## config.mk

```make
export PLATFORM = sky130hd
export DESIGN_NAME = tex_unit
export DESIGN_NICKNAME = d
export VERILOG_FILES = /design/src/rtl/tex_pkg.sv /design/src/rtl/tex_classify.sv /design/src/rtl/tex_unit.sv
export SDC_FILE = /design/constraint.sdc
export NUM_CORES = 1
export LEC_CHECK = 0
export ABC_AREA = 1
export BUFFER_PORTS_ARGS = -buffer_cell sky130_fd_sc_hd__buf_2
export CAP_MARGIN = 20
export CELL_PAD_IN_SITES_DETAIL_PLACEMENT = 1
export CELL_PAD_IN_SITES_GLOBAL_PLACEMENT = 2
export CORE_MARGIN = 2
export CORE_UTILIZATION = 34
export CTS_CLUSTER_SIZE = 8
export DETAILED_ROUTE_END_ITERATION = 16
export PLACE_DENSITY_LB_ADDON = 0.1
export SYNTH_ARGS = -nofsm -noshare
export SYNTH_HDL_FRONTEND = slang
export SYNTH_SLANG_ARGS = --single-unit
```

## constraint.sdc

```tcl
create_clock -name i_clock -period 3.2 [get_ports i_clock]
set_input_delay 0.32 -clock i_clock [delete_from_list [all_inputs] [get_ports i_clock]]
set_output_delay 0.32 -clock i_clock [all_outputs]
set_load 0.02 [all_outputs]
```

## src/rtl/tex_pkg.sv

```systemverilog
// constants shared by the trap and exception unit
package tex_pkg;

  // ---------------------------------------------------------------
  // status word layout and reset value
  // ---------------------------------------------------------------
  localparam logic [31:0] PSW_RST  = 32'h0000_0020;
  localparam int          ID_BIT   = 5;
  localparam int          EP_BIT   = 6;
  localparam int          NP_BIT   = 7;

  // ---------------------------------------------------------------
  // handler addresses and cause codes
  // ---------------------------------------------------------------
  localparam logic [31:0] TRAP_LO_VEC    = 32'h0000_0040;
  localparam logic [31:0] TRAP_HI_VEC    = 32'h0000_0050;
  localparam logic [31:0] DBG_VEC        = 32'h0000_0060;
  localparam int          TRAP_SEL_BIT   = 4;
  localparam logic [15:0] TRAP_CODE_BASE = 16'h0040;

  // ---------------------------------------------------------------
  // bad opcode fields
  // ---------------------------------------------------------------
  localparam int          OPC_LSB  = 5;
  localparam int          OPC_MSB  = 10;
  localparam int          SUB_LSB  = 23;
  localparam int          SUB_MSB  = 26;
  localparam int          SUB_BIT  = 16;
  localparam logic [3:0]  SUB_MIN  = 4'h7;

  // ---------------------------------------------------------------
  // register map (byte addresses) and bus answers
  // ---------------------------------------------------------------
  localparam int          ADDR_W      = 8;
  localparam logic [7:0]  REG_PSW     = 8'h00;
  localparam logic [7:0]  REG_EXC_PC  = 8'h04;
  localparam logic [7:0]  REG_EXC_PSW = 8'h08;
  localparam logic [7:0]  REG_CAUSE   = 8'h0c;
  localparam logic [7:0]  REG_NMI_PC  = 8'h10;
  localparam logic [7:0]  REG_NMI_PSW = 8'h14;
  localparam logic [7:0]  REG_DBG_PC  = 8'h18;
  localparam logic [7:0]  REG_DBG_PSW = 8'h1c;
  localparam logic [7:0]  REG_IN_SERVICE_PRIORITY    = 8'h20;
  localparam logic [1:0]  RESP_OKAY   = 2'h0;
  localparam logic [1:0]  RESP_SLVERR = 2'h2;
  localparam logic [1:0]  RESP_DECERR = 2'h3;

endpackage

```

## src/rtl/tex_classify.sv

```systemverilog
// instruction and in-service classifier for the trap unit
`timescale 1ns/100ps
module tex_classify
  import tex_pkg::*;
(
  input  wire logic [31:0] i_instr,
  input  wire logic [7:0]  i_in_service_priority,
  input  wire logic [2:0]  i_prio,
  output logic             o_bad_op,
  output logic [7:0]       o_top_onehot,
  output logic             o_prio_blocked
);

  logic [7:0] blk;

  // ---------------------------------------------------------------
  // reserved encodings raise the bad opcode trap
  // ---------------------------------------------------------------
  assign o_bad_op = (&i_instr[OPC_MSB:OPC_LSB])
                  & (i_instr[SUB_MSB:SUB_LSB] >= SUB_MIN)
                  & ~i_instr[SUB_BIT];

  // per level: lowest index is the highest priority
  genvar g;
  generate
    for (g = 0; g < 8; g++) begin : g_lvl
      if (g == 0) begin : g_first
        assign o_top_onehot[g] = i_in_service_priority[g];
      end else begin : g_rest
        assign o_top_onehot[g] = i_in_service_priority[g] & ~(|i_in_service_priority[g-1:0]);
      end
      // equal or higher level in service holds a new request back
      assign blk[g] = i_in_service_priority[g] & (3'(g) <= i_prio);
    end
  endgenerate

  assign o_prio_blocked = |blk;

endmodule

```

## src/rtl/tex_unit.sv

```systemverilog
// trap, exception and interrupt-disable control with register slave
//
// Functional notes
// - reset status word to 00000020h, maskable interrupts refused
// - maskable requests taken only with disable clear
// - mask/enable/return/load instructions rewrite disable flag
// - non-maskable and exceptions ignore the disable flag
// - taking a maskable request sets disable flag
// - pending request taken once disable flag clears
// - trap instruction raises software exception unless bad opcode or debug break wins
// - exception saves pc, status, cause; sets flags
// - vector 00-0f to 40h, 10-1f to 50h
// - return with exception flag restores exception copies
// - every exception sets exception-in-progress flag
// - reserved opcode pattern raises bad opcode trap
// - bad opcode saves debug copies, jumps 60h
// - debug break always taken, same as bad opcode
// - debug return restores debug copies and resumes
// - debug copies reachable only inside debug window
// - return clears top in-service bit, not after nmi/exception
//
// Chosen here: register access over AXI4-Lite and the placing of the registers.
`timescale 1ns/100ps
module tex_unit
  import tex_pkg::*;
(
  input  wire logic              i_clock,
  input  wire logic              i_rst_n,
  input  wire logic              i_instr_valid,
  input  wire logic [31:0]       i_instr,
  input  wire logic [31:0]       i_pc,
  input  wire logic              i_op_di,
  input  wire logic              i_op_ei,
  input  wire logic              i_op_return_from_interrupt_instr,
  input  wire logic              i_op_trap,
  input  wire logic [4:0]        i_trap_vec,
  input  wire logic              i_op_debug_break_instr,
  input  wire logic              i_op_debug_return_instr,
  input  wire logic              i_op_load_system_reg_instr_psw,
  input  wire logic [31:0]       i_load_system_reg_instr_data,
  input  wire logic              i_nmi_req,
  input  wire logic [31:0]       i_nmi_handler,
  input  wire logic [15:0]       i_nmi_code,
  input  wire logic              i_mi_req,
  input  wire logic [2:0]        i_mi_prio,
  input  wire logic [31:0]       i_mi_handler,
  input  wire logic [15:0]       i_mi_code,
  output logic                   o_pc_load,
  output logic [31:0]            o_pc_target,
  output logic                   o_nmi_ack,
  output logic                   o_mi_ack,
  output logic [31:0]            o_psw,
  output logic [7:0]             o_in_service_priority,
  output logic                   o_dbg_open,
  input  wire logic              i_awvalid,
  output logic                   o_awready,
  input  wire logic [ADDR_W-1:0] i_awaddr,
  input  wire logic              i_wvalid,
  output logic                   o_wready,
  input  wire logic [31:0]       i_wdata,
  input  wire logic [3:0]        i_wstrb,
  output logic                   o_bvalid,
  input  wire logic              i_bready,
  output logic [1:0]             o_bresp,
  input  wire logic              i_arvalid,
  output logic                   o_arready,
  input  wire logic [ADDR_W-1:0] i_araddr,
  output logic                   o_rvalid,
  input  wire logic              i_rready,
  output logic [31:0]            o_rdata,
  output logic [1:0]             o_rresp
);

  // ---------------------------------------------------------------
  // state
  // ---------------------------------------------------------------
  logic [31:0]       psw_r, psw_nxt;
  logic [31:0]       exc_pc_r, exc_psw_r, cause_r;
  logic [31:0]       nmi_pc_r, nmi_psw_r;
  logic [31:0]       dbg_pc_r, dbg_psw_r;
  logic [7:0]        in_service_priority_r;
  logic              dbg_open_r;
  logic              pc_load_r, nmi_ack_r, mi_ack_r;
  logic [31:0]       pc_target_r, pc_nxt;
  logic [ADDR_W-1:0] awaddr_r;
  logic [31:0]       wdata_r;
  logic [3:0]        wstrb_r;
  logic              awready_r, wready_r, bvalid_r, arready_r, rvalid_r;
  logic [1:0]        bresp_r, rresp_r;
  logic [31:0]       rdata_r;

  logic        bad_op, prio_blocked;
  logic [7:0]  top_onehot;
  logic        ok_instr, take_dbg, take_trap, take_return_from_interrupt_instr, take_debug_return_instr;
  logic        take_nmi, take_mi, redirect, return_from_interrupt_instr_nmi, return_from_interrupt_instr_plain;
  logic        wr_fire, bus_psw_wr, wr_known;
  logic [31:0] trap_target, return_from_interrupt_instr_pc, return_from_interrupt_instr_psw, psw_wr_val, rd_val;
  logic [1:0]  rd_resp;

  tex_classify u_classify (
    .i_instr        (i_instr),
    .i_in_service_priority         (in_service_priority_r),
    .i_prio         (i_mi_prio),
    .o_bad_op       (bad_op),
    .o_top_onehot   (top_onehot),
    .o_prio_blocked (prio_blocked)
  );

  // ---------------------------------------------------------------
  // event selection
  // ---------------------------------------------------------------
  // an executing instruction owns the cycle; requests wait for a cycle without one
  assign ok_instr   = i_instr_valid & ~bad_op;
  assign take_dbg   = i_instr_valid & (bad_op | i_op_debug_break_instr);
  assign take_trap  = ok_instr & i_op_trap & ~i_op_debug_break_instr;
  assign take_return_from_interrupt_instr  = ok_instr & i_op_return_from_interrupt_instr;
  assign take_debug_return_instr = ok_instr & i_op_debug_return_instr;
  // level request; guard against re-taking while the ack is in flight
  assign take_nmi   = i_nmi_req & ~i_instr_valid & ~nmi_ack_r;
  assign take_mi    = i_mi_req & ~psw_r[ID_BIT] & ~i_instr_valid
                    & ~i_nmi_req & ~prio_blocked & ~mi_ack_r;
  assign redirect   = take_dbg | take_trap | take_return_from_interrupt_instr | take_debug_return_instr
                    | take_nmi | take_mi;

  // return source follows the in-progress flags
  assign return_from_interrupt_instr_nmi    = ~psw_r[EP_BIT] & psw_r[NP_BIT];
  assign return_from_interrupt_instr_plain  = ~psw_r[EP_BIT] & ~psw_r[NP_BIT];
  assign return_from_interrupt_instr_pc     = return_from_interrupt_instr_nmi ? nmi_pc_r  : exc_pc_r;
  assign return_from_interrupt_instr_psw    = return_from_interrupt_instr_nmi ? nmi_psw_r : exc_psw_r;
  assign trap_target = i_trap_vec[TRAP_SEL_BIT] ? TRAP_HI_VEC : TRAP_LO_VEC;

  // ---------------------------------------------------------------
  // status word: hardware events win over software loads
  // ---------------------------------------------------------------
  always_comb begin
    psw_nxt = psw_r;
    if (take_dbg) begin
      psw_nxt = psw_r | (32'h1 << NP_BIT) | (32'h1 << EP_BIT)
              | (32'h1 << ID_BIT);
    end else if (take_trap) begin
      psw_nxt = psw_r | (32'h1 << EP_BIT) | (32'h1 << ID_BIT);
    end else if (take_nmi) begin
      psw_nxt = psw_r | (32'h1 << NP_BIT) | (32'h1 << ID_BIT);
    end else if (take_mi) begin
      psw_nxt = psw_r | (32'h1 << ID_BIT);
    end else if (take_return_from_interrupt_instr) begin
      psw_nxt = return_from_interrupt_instr_psw;
    end else if (take_debug_return_instr) begin
      psw_nxt = dbg_psw_r;
    end else if (ok_instr & i_op_di) begin
      psw_nxt = psw_r | (32'h1 << ID_BIT);
    end else if (ok_instr & i_op_ei) begin
      psw_nxt = psw_r & ~(32'h1 << ID_BIT);
    end else if (ok_instr & i_op_load_system_reg_instr_psw) begin
      psw_nxt = i_load_system_reg_instr_data;
    end else if (bus_psw_wr) begin
      psw_nxt = psw_wr_val;
    end
  end

  always_ff @(posedge i_clock or negedge i_rst_n) begin
    if (!i_rst_n) begin
      psw_r <= PSW_RST;
    end else begin
      psw_r <= psw_nxt;
    end
  end

  // ---------------------------------------------------------------
  // save copies for software exceptions and maskable requests
  // ---------------------------------------------------------------
  always_ff @(posedge i_clock or negedge i_rst_n) begin
    if (!i_rst_n) begin
      exc_pc_r  <= 32'h0;
      exc_psw_r <= 32'h0;
      cause_r   <= 32'h0;
    end else if (take_trap) begin
      exc_pc_r       <= i_pc;
      exc_psw_r      <= psw_r;
      cause_r[15:0]  <= TRAP_CODE_BASE + {11'h0, i_trap_vec};
    end else if (take_mi) begin
      exc_pc_r       <= i_pc;
      exc_psw_r      <= psw_r;
      cause_r[15:0]  <= i_mi_code;
    end else if (take_nmi) begin
      cause_r[31:16] <= i_nmi_code;
    end
  end

  // non-maskable copies
  always_ff @(posedge i_clock or negedge i_rst_n) begin
    if (!i_rst_n) begin
      nmi_pc_r  <= 32'h0;
      nmi_psw_r <= 32'h0;
    end else if (take_nmi) begin
      nmi_pc_r  <= i_pc;
      nmi_psw_r <= psw_r;
    end
  end

  // debug copies and the window that guards them
  always_ff @(posedge i_clock or negedge i_rst_n) begin
    if (!i_rst_n) begin
      dbg_pc_r   <= 32'h0;
      dbg_psw_r  <= 32'h0;
      dbg_open_r <= 1'b0;
    end else if (take_dbg) begin
      dbg_pc_r   <= i_pc;
      dbg_psw_r  <= psw_r;
      dbg_open_r <= 1'b1;
    end else if (take_debug_return_instr) begin
      dbg_open_r <= 1'b0;
    end
  end

  // ---------------------------------------------------------------
  // in-service levels
  // ---------------------------------------------------------------
  always_ff @(posedge i_clock or negedge i_rst_n) begin
    if (!i_rst_n) begin
      in_service_priority_r <= 8'h00;
    end else if (take_mi) begin
      in_service_priority_r <= in_service_priority_r | (8'h01 << i_mi_prio);
    end else if (take_return_from_interrupt_instr & return_from_interrupt_instr_plain) begin
      in_service_priority_r <= in_service_priority_r & ~top_onehot;
    end
  end

  // ---------------------------------------------------------------
  // redirect and acknowledge outputs
  // ---------------------------------------------------------------
  always_comb begin
    pc_nxt = pc_target_r;
    if (take_dbg) begin
      pc_nxt = DBG_VEC;
    end else if (take_trap) begin
      pc_nxt = trap_target;
    end else if (take_return_from_interrupt_instr) begin
      pc_nxt = return_from_interrupt_instr_pc;
    end else if (take_debug_return_instr) begin
      pc_nxt = dbg_pc_r;
    end else if (take_nmi) begin
      pc_nxt = i_nmi_handler;
    end else if (take_mi) begin
      pc_nxt = i_mi_handler;
    end
  end

  always_ff @(posedge i_clock or negedge i_rst_n) begin
    if (!i_rst_n) begin
      pc_load_r   <= 1'b0;
      pc_target_r <= 32'h0;
      nmi_ack_r   <= 1'b0;
      mi_ack_r    <= 1'b0;
    end else begin
      pc_load_r   <= redirect;
      pc_target_r <= pc_nxt;
      nmi_ack_r   <= take_nmi;
      mi_ack_r    <= take_mi;
    end
  end

  // ---------------------------------------------------------------
  // register slave: write path
  // ---------------------------------------------------------------
  // address and data are caught in any order, one write at a time
  assign wr_fire    = ~awready_r & ~wready_r & ~bvalid_r;
  assign bus_psw_wr = wr_fire & (awaddr_r == REG_PSW);
  assign wr_known   = (awaddr_r <= REG_IN_SERVICE_PRIORITY) & (awaddr_r[1:0] == 2'b00);

  genvar b;
  generate
    for (b = 0; b < 4; b++) begin : g_lane
      assign psw_wr_val[8*b +: 8] = wstrb_r[b] ? wdata_r[8*b +: 8] : psw_r[8*b +: 8];
    end
  endgenerate

  always_ff @(posedge i_clock or negedge i_rst_n) begin
    if (!i_rst_n) begin
      awready_r <= 1'b1;
      awaddr_r  <= '0;
    end else if (i_awvalid & awready_r) begin
      awready_r <= 1'b0;
      awaddr_r  <= i_awaddr;
    end else if (bvalid_r & i_bready) begin
      awready_r <= 1'b1;
    end
  end

  always_ff @(posedge i_clock or negedge i_rst_n) begin
    if (!i_rst_n) begin
      wready_r <= 1'b1;
      wdata_r  <= 32'h0;
      wstrb_r  <= 4'h0;
    end else if (i_wvalid & wready_r) begin
      wready_r <= 1'b0;
      wdata_r  <= i_wdata;
      wstrb_r  <= i_wstrb;
    end else if (bvalid_r & i_bready) begin
      wready_r <= 1'b1;
    end
  end

  // only the status word takes writes; the copies are read only
  always_ff @(posedge i_clock or negedge i_rst_n) begin
    if (!i_rst_n) begin
      bvalid_r <= 1'b0;
      bresp_r  <= RESP_OKAY;
    end else if (wr_fire) begin
      bvalid_r <= 1'b1;
      bresp_r  <= (awaddr_r == REG_PSW) ? RESP_OKAY :
                  (wr_known ? RESP_SLVERR : RESP_DECERR);
    end else if (bvalid_r & i_bready) begin
      bvalid_r <= 1'b0;
    end
  end

  // ---------------------------------------------------------------
  // register slave: read path
  // ---------------------------------------------------------------
  always_comb begin
    rd_val  = 32'h0;
    rd_resp = RESP_OKAY;
    case (i_araddr)
      REG_PSW:     rd_val = psw_r;
      REG_EXC_PC:  rd_val = exc_pc_r;
      REG_EXC_PSW: rd_val = exc_psw_r;
      REG_CAUSE:   rd_val = cause_r;
      REG_NMI_PC:  rd_val = nmi_pc_r;
      REG_NMI_PSW: rd_val = nmi_psw_r;
      REG_DBG_PC: begin
        rd_val  = dbg_open_r ? dbg_pc_r : 32'h0;
        rd_resp = dbg_open_r ? RESP_OKAY : RESP_SLVERR;
      end
      REG_DBG_PSW: begin
        rd_val  = dbg_open_r ? dbg_psw_r : 32'h0;
        rd_resp = dbg_open_r ? RESP_OKAY : RESP_SLVERR;
      end
      REG_IN_SERVICE_PRIORITY:    rd_val = {24'h0, in_service_priority_r};
      default:     rd_resp = RESP_DECERR;
    endcase
  end

  always_ff @(posedge i_clock or negedge i_rst_n) begin
    if (!i_rst_n) begin
      arready_r <= 1'b1;
      rvalid_r  <= 1'b0;
      rdata_r   <= 32'h0;
      rresp_r   <= RESP_OKAY;
    end else if (i_arvalid & arready_r) begin
      arready_r <= 1'b0;
      rvalid_r  <= 1'b1;
      rdata_r   <= rd_val;
      rresp_r   <= rd_resp;
    end else if (rvalid_r & i_rready) begin
      arready_r <= 1'b1;
      rvalid_r  <= 1'b0;
    end
  end

  // ---------------------------------------------------------------
  // outputs
  // ---------------------------------------------------------------
  assign o_pc_load   = pc_load_r;
  assign o_pc_target = pc_target_r;
  assign o_nmi_ack   = nmi_ack_r;
  assign o_mi_ack    = mi_ack_r;
  assign o_psw       = psw_r;
  assign o_in_service_priority      = in_service_priority_r;
  assign o_dbg_open  = dbg_open_r;
  assign o_awready   = awready_r;
  assign o_wready    = wready_r;
  assign o_bvalid    = bvalid_r;
  assign o_bresp     = bresp_r;
  assign o_arready   = arready_r;
  assign o_rvalid    = rvalid_r;
  assign o_rdata     = rdata_r;
  assign o_rresp     = rresp_r;
endmodule

```

==> metrics.md <==
| Metric | Value |
|---|---|
| DRT Pass-1 Iters | 5 |
| Tot Pwr | 16.9 mW |
| Outcome | completed |
| Sequential Power Share | 0.425 |
| Placed cell count | 3598 |
| Die height | 244 um |
| RR Endpoint | cause_r[0] |
| Simple-Gate Fraction of Synth Area | 0.247 |
| Finished Core Util | 0.433 |
| Max-cap violation count | 0 |
| Clk slew on worst S/H paths | 0.06 ns |
| Final setup violation count | 0 |
| Sw frac | 0.358 |
| Relative slew slack | 0.387 |
| Synth Net Count | 2846 |
| Avg Vias per Cell | 5.13 |
| Clock Tree Root | clkbuf_16 |
| R2R depth | 9 |
| Critical Path RT | 3.74 ns |
| Antenna Nets Post-Route | 0 |
| Detailed-route DRC error count | 0 |
| RSZ-0062 raised after global routing | false |
| H-tree level count | 2 |
| P_leak | 12.4 nW |
| Initial Utilization | 0.342 |
| Max Freq | 376 MHz |
| Initial DRC count | 1687 |
| Via count | just under 20000 |
| Final Hold Viols | 0 |
| WL final | 82100 um |
| Largest family of logic cells by synthesized area | simple AND/OR/NAND/NOR gates |
| Total die area | 59600 um2 |
| Synth Area in XOR/XNOR | 0 |
| Placed inst area | roughly 22000 um2 |
| Post-Synth Adder-Cell Area | 0 |
| Ys Warns | 0 |
| Ys flop type | dfrtp_1 |
| Psw | between 6 and 7 mW |
| Critical path class | flip-flop to flip-flop |
| Synth-to-Final Area Change | 26.7% |
| Pwr/cell area | 681 nW/um2 |
| Worst Max-Slew Pin Slew | 0.916 ns |
| Post-Synthesis Cells | about 2600 |
| Synth top area cells | dfrtp_1 49%, nand2_1 16%, o21ai_0 8.5% |
| Critical Path Start Type | flip-flop |
| CP endpoint kind | flip-flop |
| Latest clock arrival within the worst-skew pair | around 0.61 ns |
| CTS Buffer Depth | 3 |
| Synth cell count leaders | 848 x nand2_1, 381 x dfrtp_1, 333 x o21ai_0 |
| Final Max Slew Viols | 0 |
| Setup bufs post-CTS | 0 |
| Internal | 10.9 mW |
| CTS tree | done |
| Fin Setup TNS | 0 ns |
| Worst EP arrival | 3.20 ns |
| Pre-CTS setup slack | 0.725 ns |
| #FFs+latches synth | 385 |
| WHS | 0.0150 ns |
| Reg-to-reg startpoint | o_in_service_priority[0] |
| Setup slack after layout | between 0.5 and 0.6 ns |
| Top cell type's share of synthesized area | 0.486 |
| Syn avg cell area | 7.61 um2 |
| Most common cell in the synthesized netlist | nand2_1 |
| Final std cells w/o fill | 3773 |
| Hold Crit Class | input port to flip-flop |
| Core Box Area | 57400 um2 |
| Period utilization | 0.831 |
| Worst vdd ir | 0.000453 V |
| CP max FO | 105 |
| Largest net degree at the start of global routing | 132 |
| Ports | 386 |
| GRT Overall Usage | 0.275 |
| Comb pwr share | 0.252 |
| Wire length per cell | between 20 and 25 um |
| Post-synthesis sequential area ratio | 0.492 |
| Post-synthesis mux area share | 0.0259 |
| Gpl congestion | ~0.88 |
| Fin area | 24800 um2 |
| Clock Skew | between 0.015 and 0.02 ns |
| Global-route wire length before repair | 125000 um |
| Die X | 244 um |
| Async SR Flop Fraction | 1.00 |
| Largest area contributor in the netlist | dfrtp_1 |
| Proportion of layout cells with a drive suffix above 1 | 0.196 |
| Clk sinks | 385 |
| Min cycle time layout | 2.66 ns |
| Site Rows | 88 |
| Post-DP HPWL | 57900 um |
| Area fraction in compound gates after synthesis | 0.159 |
| Gr ovfl total | 0 |
| Flop-to-flop setup slack | between 0.5 and 0.6 ns |
| Post-synth EDFFs | 0 |
| Clock power share | 0.323 |
| Initial antenna violation count | 1 |
| Port Buffer Count | 364 |
| Nets | 3253 |
| Timing endpoint of the critical path | cause_r[0] |
| Vias in the first global route | 19900 |
| Critical path startpoint | o_in_service_priority[0] |
| Cts bufs inserted | 54 |
| Mapped Area | 19600 um2 |
| Distinct cells, synth | 39 |
[routing by layer]
metal	up-vias	track usage	part of all wire	wire length [um]
met4	2	0.0516	0.017	1390
li1	9173	-	-	-
met5	-	0	0.000097	8
met1	9541	0.411	0.49	39900
met2	566	0.409	0.42	34900
met3	87	0.0601	0.073	6000
[flip-flops by register name (all words and copies together), names as in the netlist, 2 cells and up]
register,count
o_rresp,2
o_rdata,32
o_in_service_priority,8
o_bresp,2
nmi_pc_r,32
wdata_r,32
exc_pc_r,32
awaddr_r,8
cause_r,32
o_pc_target,32
dbg_psw_r,32
exc_psw_r,32
nmi_psw_r,32
wstrb_r,4
dbg_pc_r,32
o_psw,32
[cells in the final DEF, fill, tap and decap left out, drive strengths merged, types with 6 or more instances in the layout]
cell,synthesis,final
a21oi,104,104
o211ai,10,10
nand2,851,851
buf,59,419
inv,211,210
nor3,6,6
dfrtp,381,381
nor2,129,129
nand3,159,159
clkbuf,104,78
o21ai,369,369
a31oi,36,36
a211oi,16,16
or2,32,32
nand4,7,7
o22ai,40,40
dlygate4sd3,0,95
mux2,45,45
[final cells by class]
cell class | instances | area [um2]
flip-flops and latches | 385 | 9640
repair buffers | 514 | 3360
clock inverters | 1 | 30.0
clock buffers | 78 | 1510
multi-input cells | 1815 | 8530
fillers | 7056 | 32500
inverters | 214 | 803
diodes | 1 | 2.50
well taps | 765 | 957
[power by group through the flow]
stage	registers [mW]	logic (mW)	clock network [mW]
floorplan	7.16	2.22	0
global placement	7.16	4.03	0
detailed placement	7.23	4.16	0
CTS	7.16	4.28	5.60
global route	7.33	4.78	5.79
finish	7.18	4.26	5.47
[worst min-delay path by stage]
stage	from	end	cells after the start	slack [ns]
2_1_floorplan	i_rst_n	awaddr_r[0]	0	0.02
3_3_place_gp	i_rst_n	o_pc_load	1	0.36
3_5_place_dp	i_rst_n	o_pc_target[2]	1	0.37
4_1_cts	i_trap_vec[2]	cause_r[2]	3	0.002
5_1_grt	i_trap_vec[1]	cause_r[1]	3	0.02
6_report	i_pc[31]	exc_pc_r[31]	3	0.02
[critical path: stages (launching register included)]
cell and delay [ns]:
dfrtp_1 0.42, nor2_1 0.12, nand3_1 0.10, nor2_1 0.18
nand3_2 0.30, nand2_2 0.23, buf_12 0.40, o22ai_1 0.14
nor2_1 0.10, dlygate4sd3_1 0.55
[cell families after synthesis]
| logic type | Yosys count |
|---|---|
| buffers and inverters | 377 |
| multiplexers | 45 |
| flip-flops | 385 |
| AND/OR/NAND/NOR | 1186 |
| AO/OA/AOI/OAI | 584 |
[what timing repair did]
action / CTS / global route
resized for setup: 0 / 0
hold endpoints to repair: 173 / 0
hold buffers: 95 / 0
setup endpoints to repair: 0 / 0
Power figures use the tool's default switching activity.
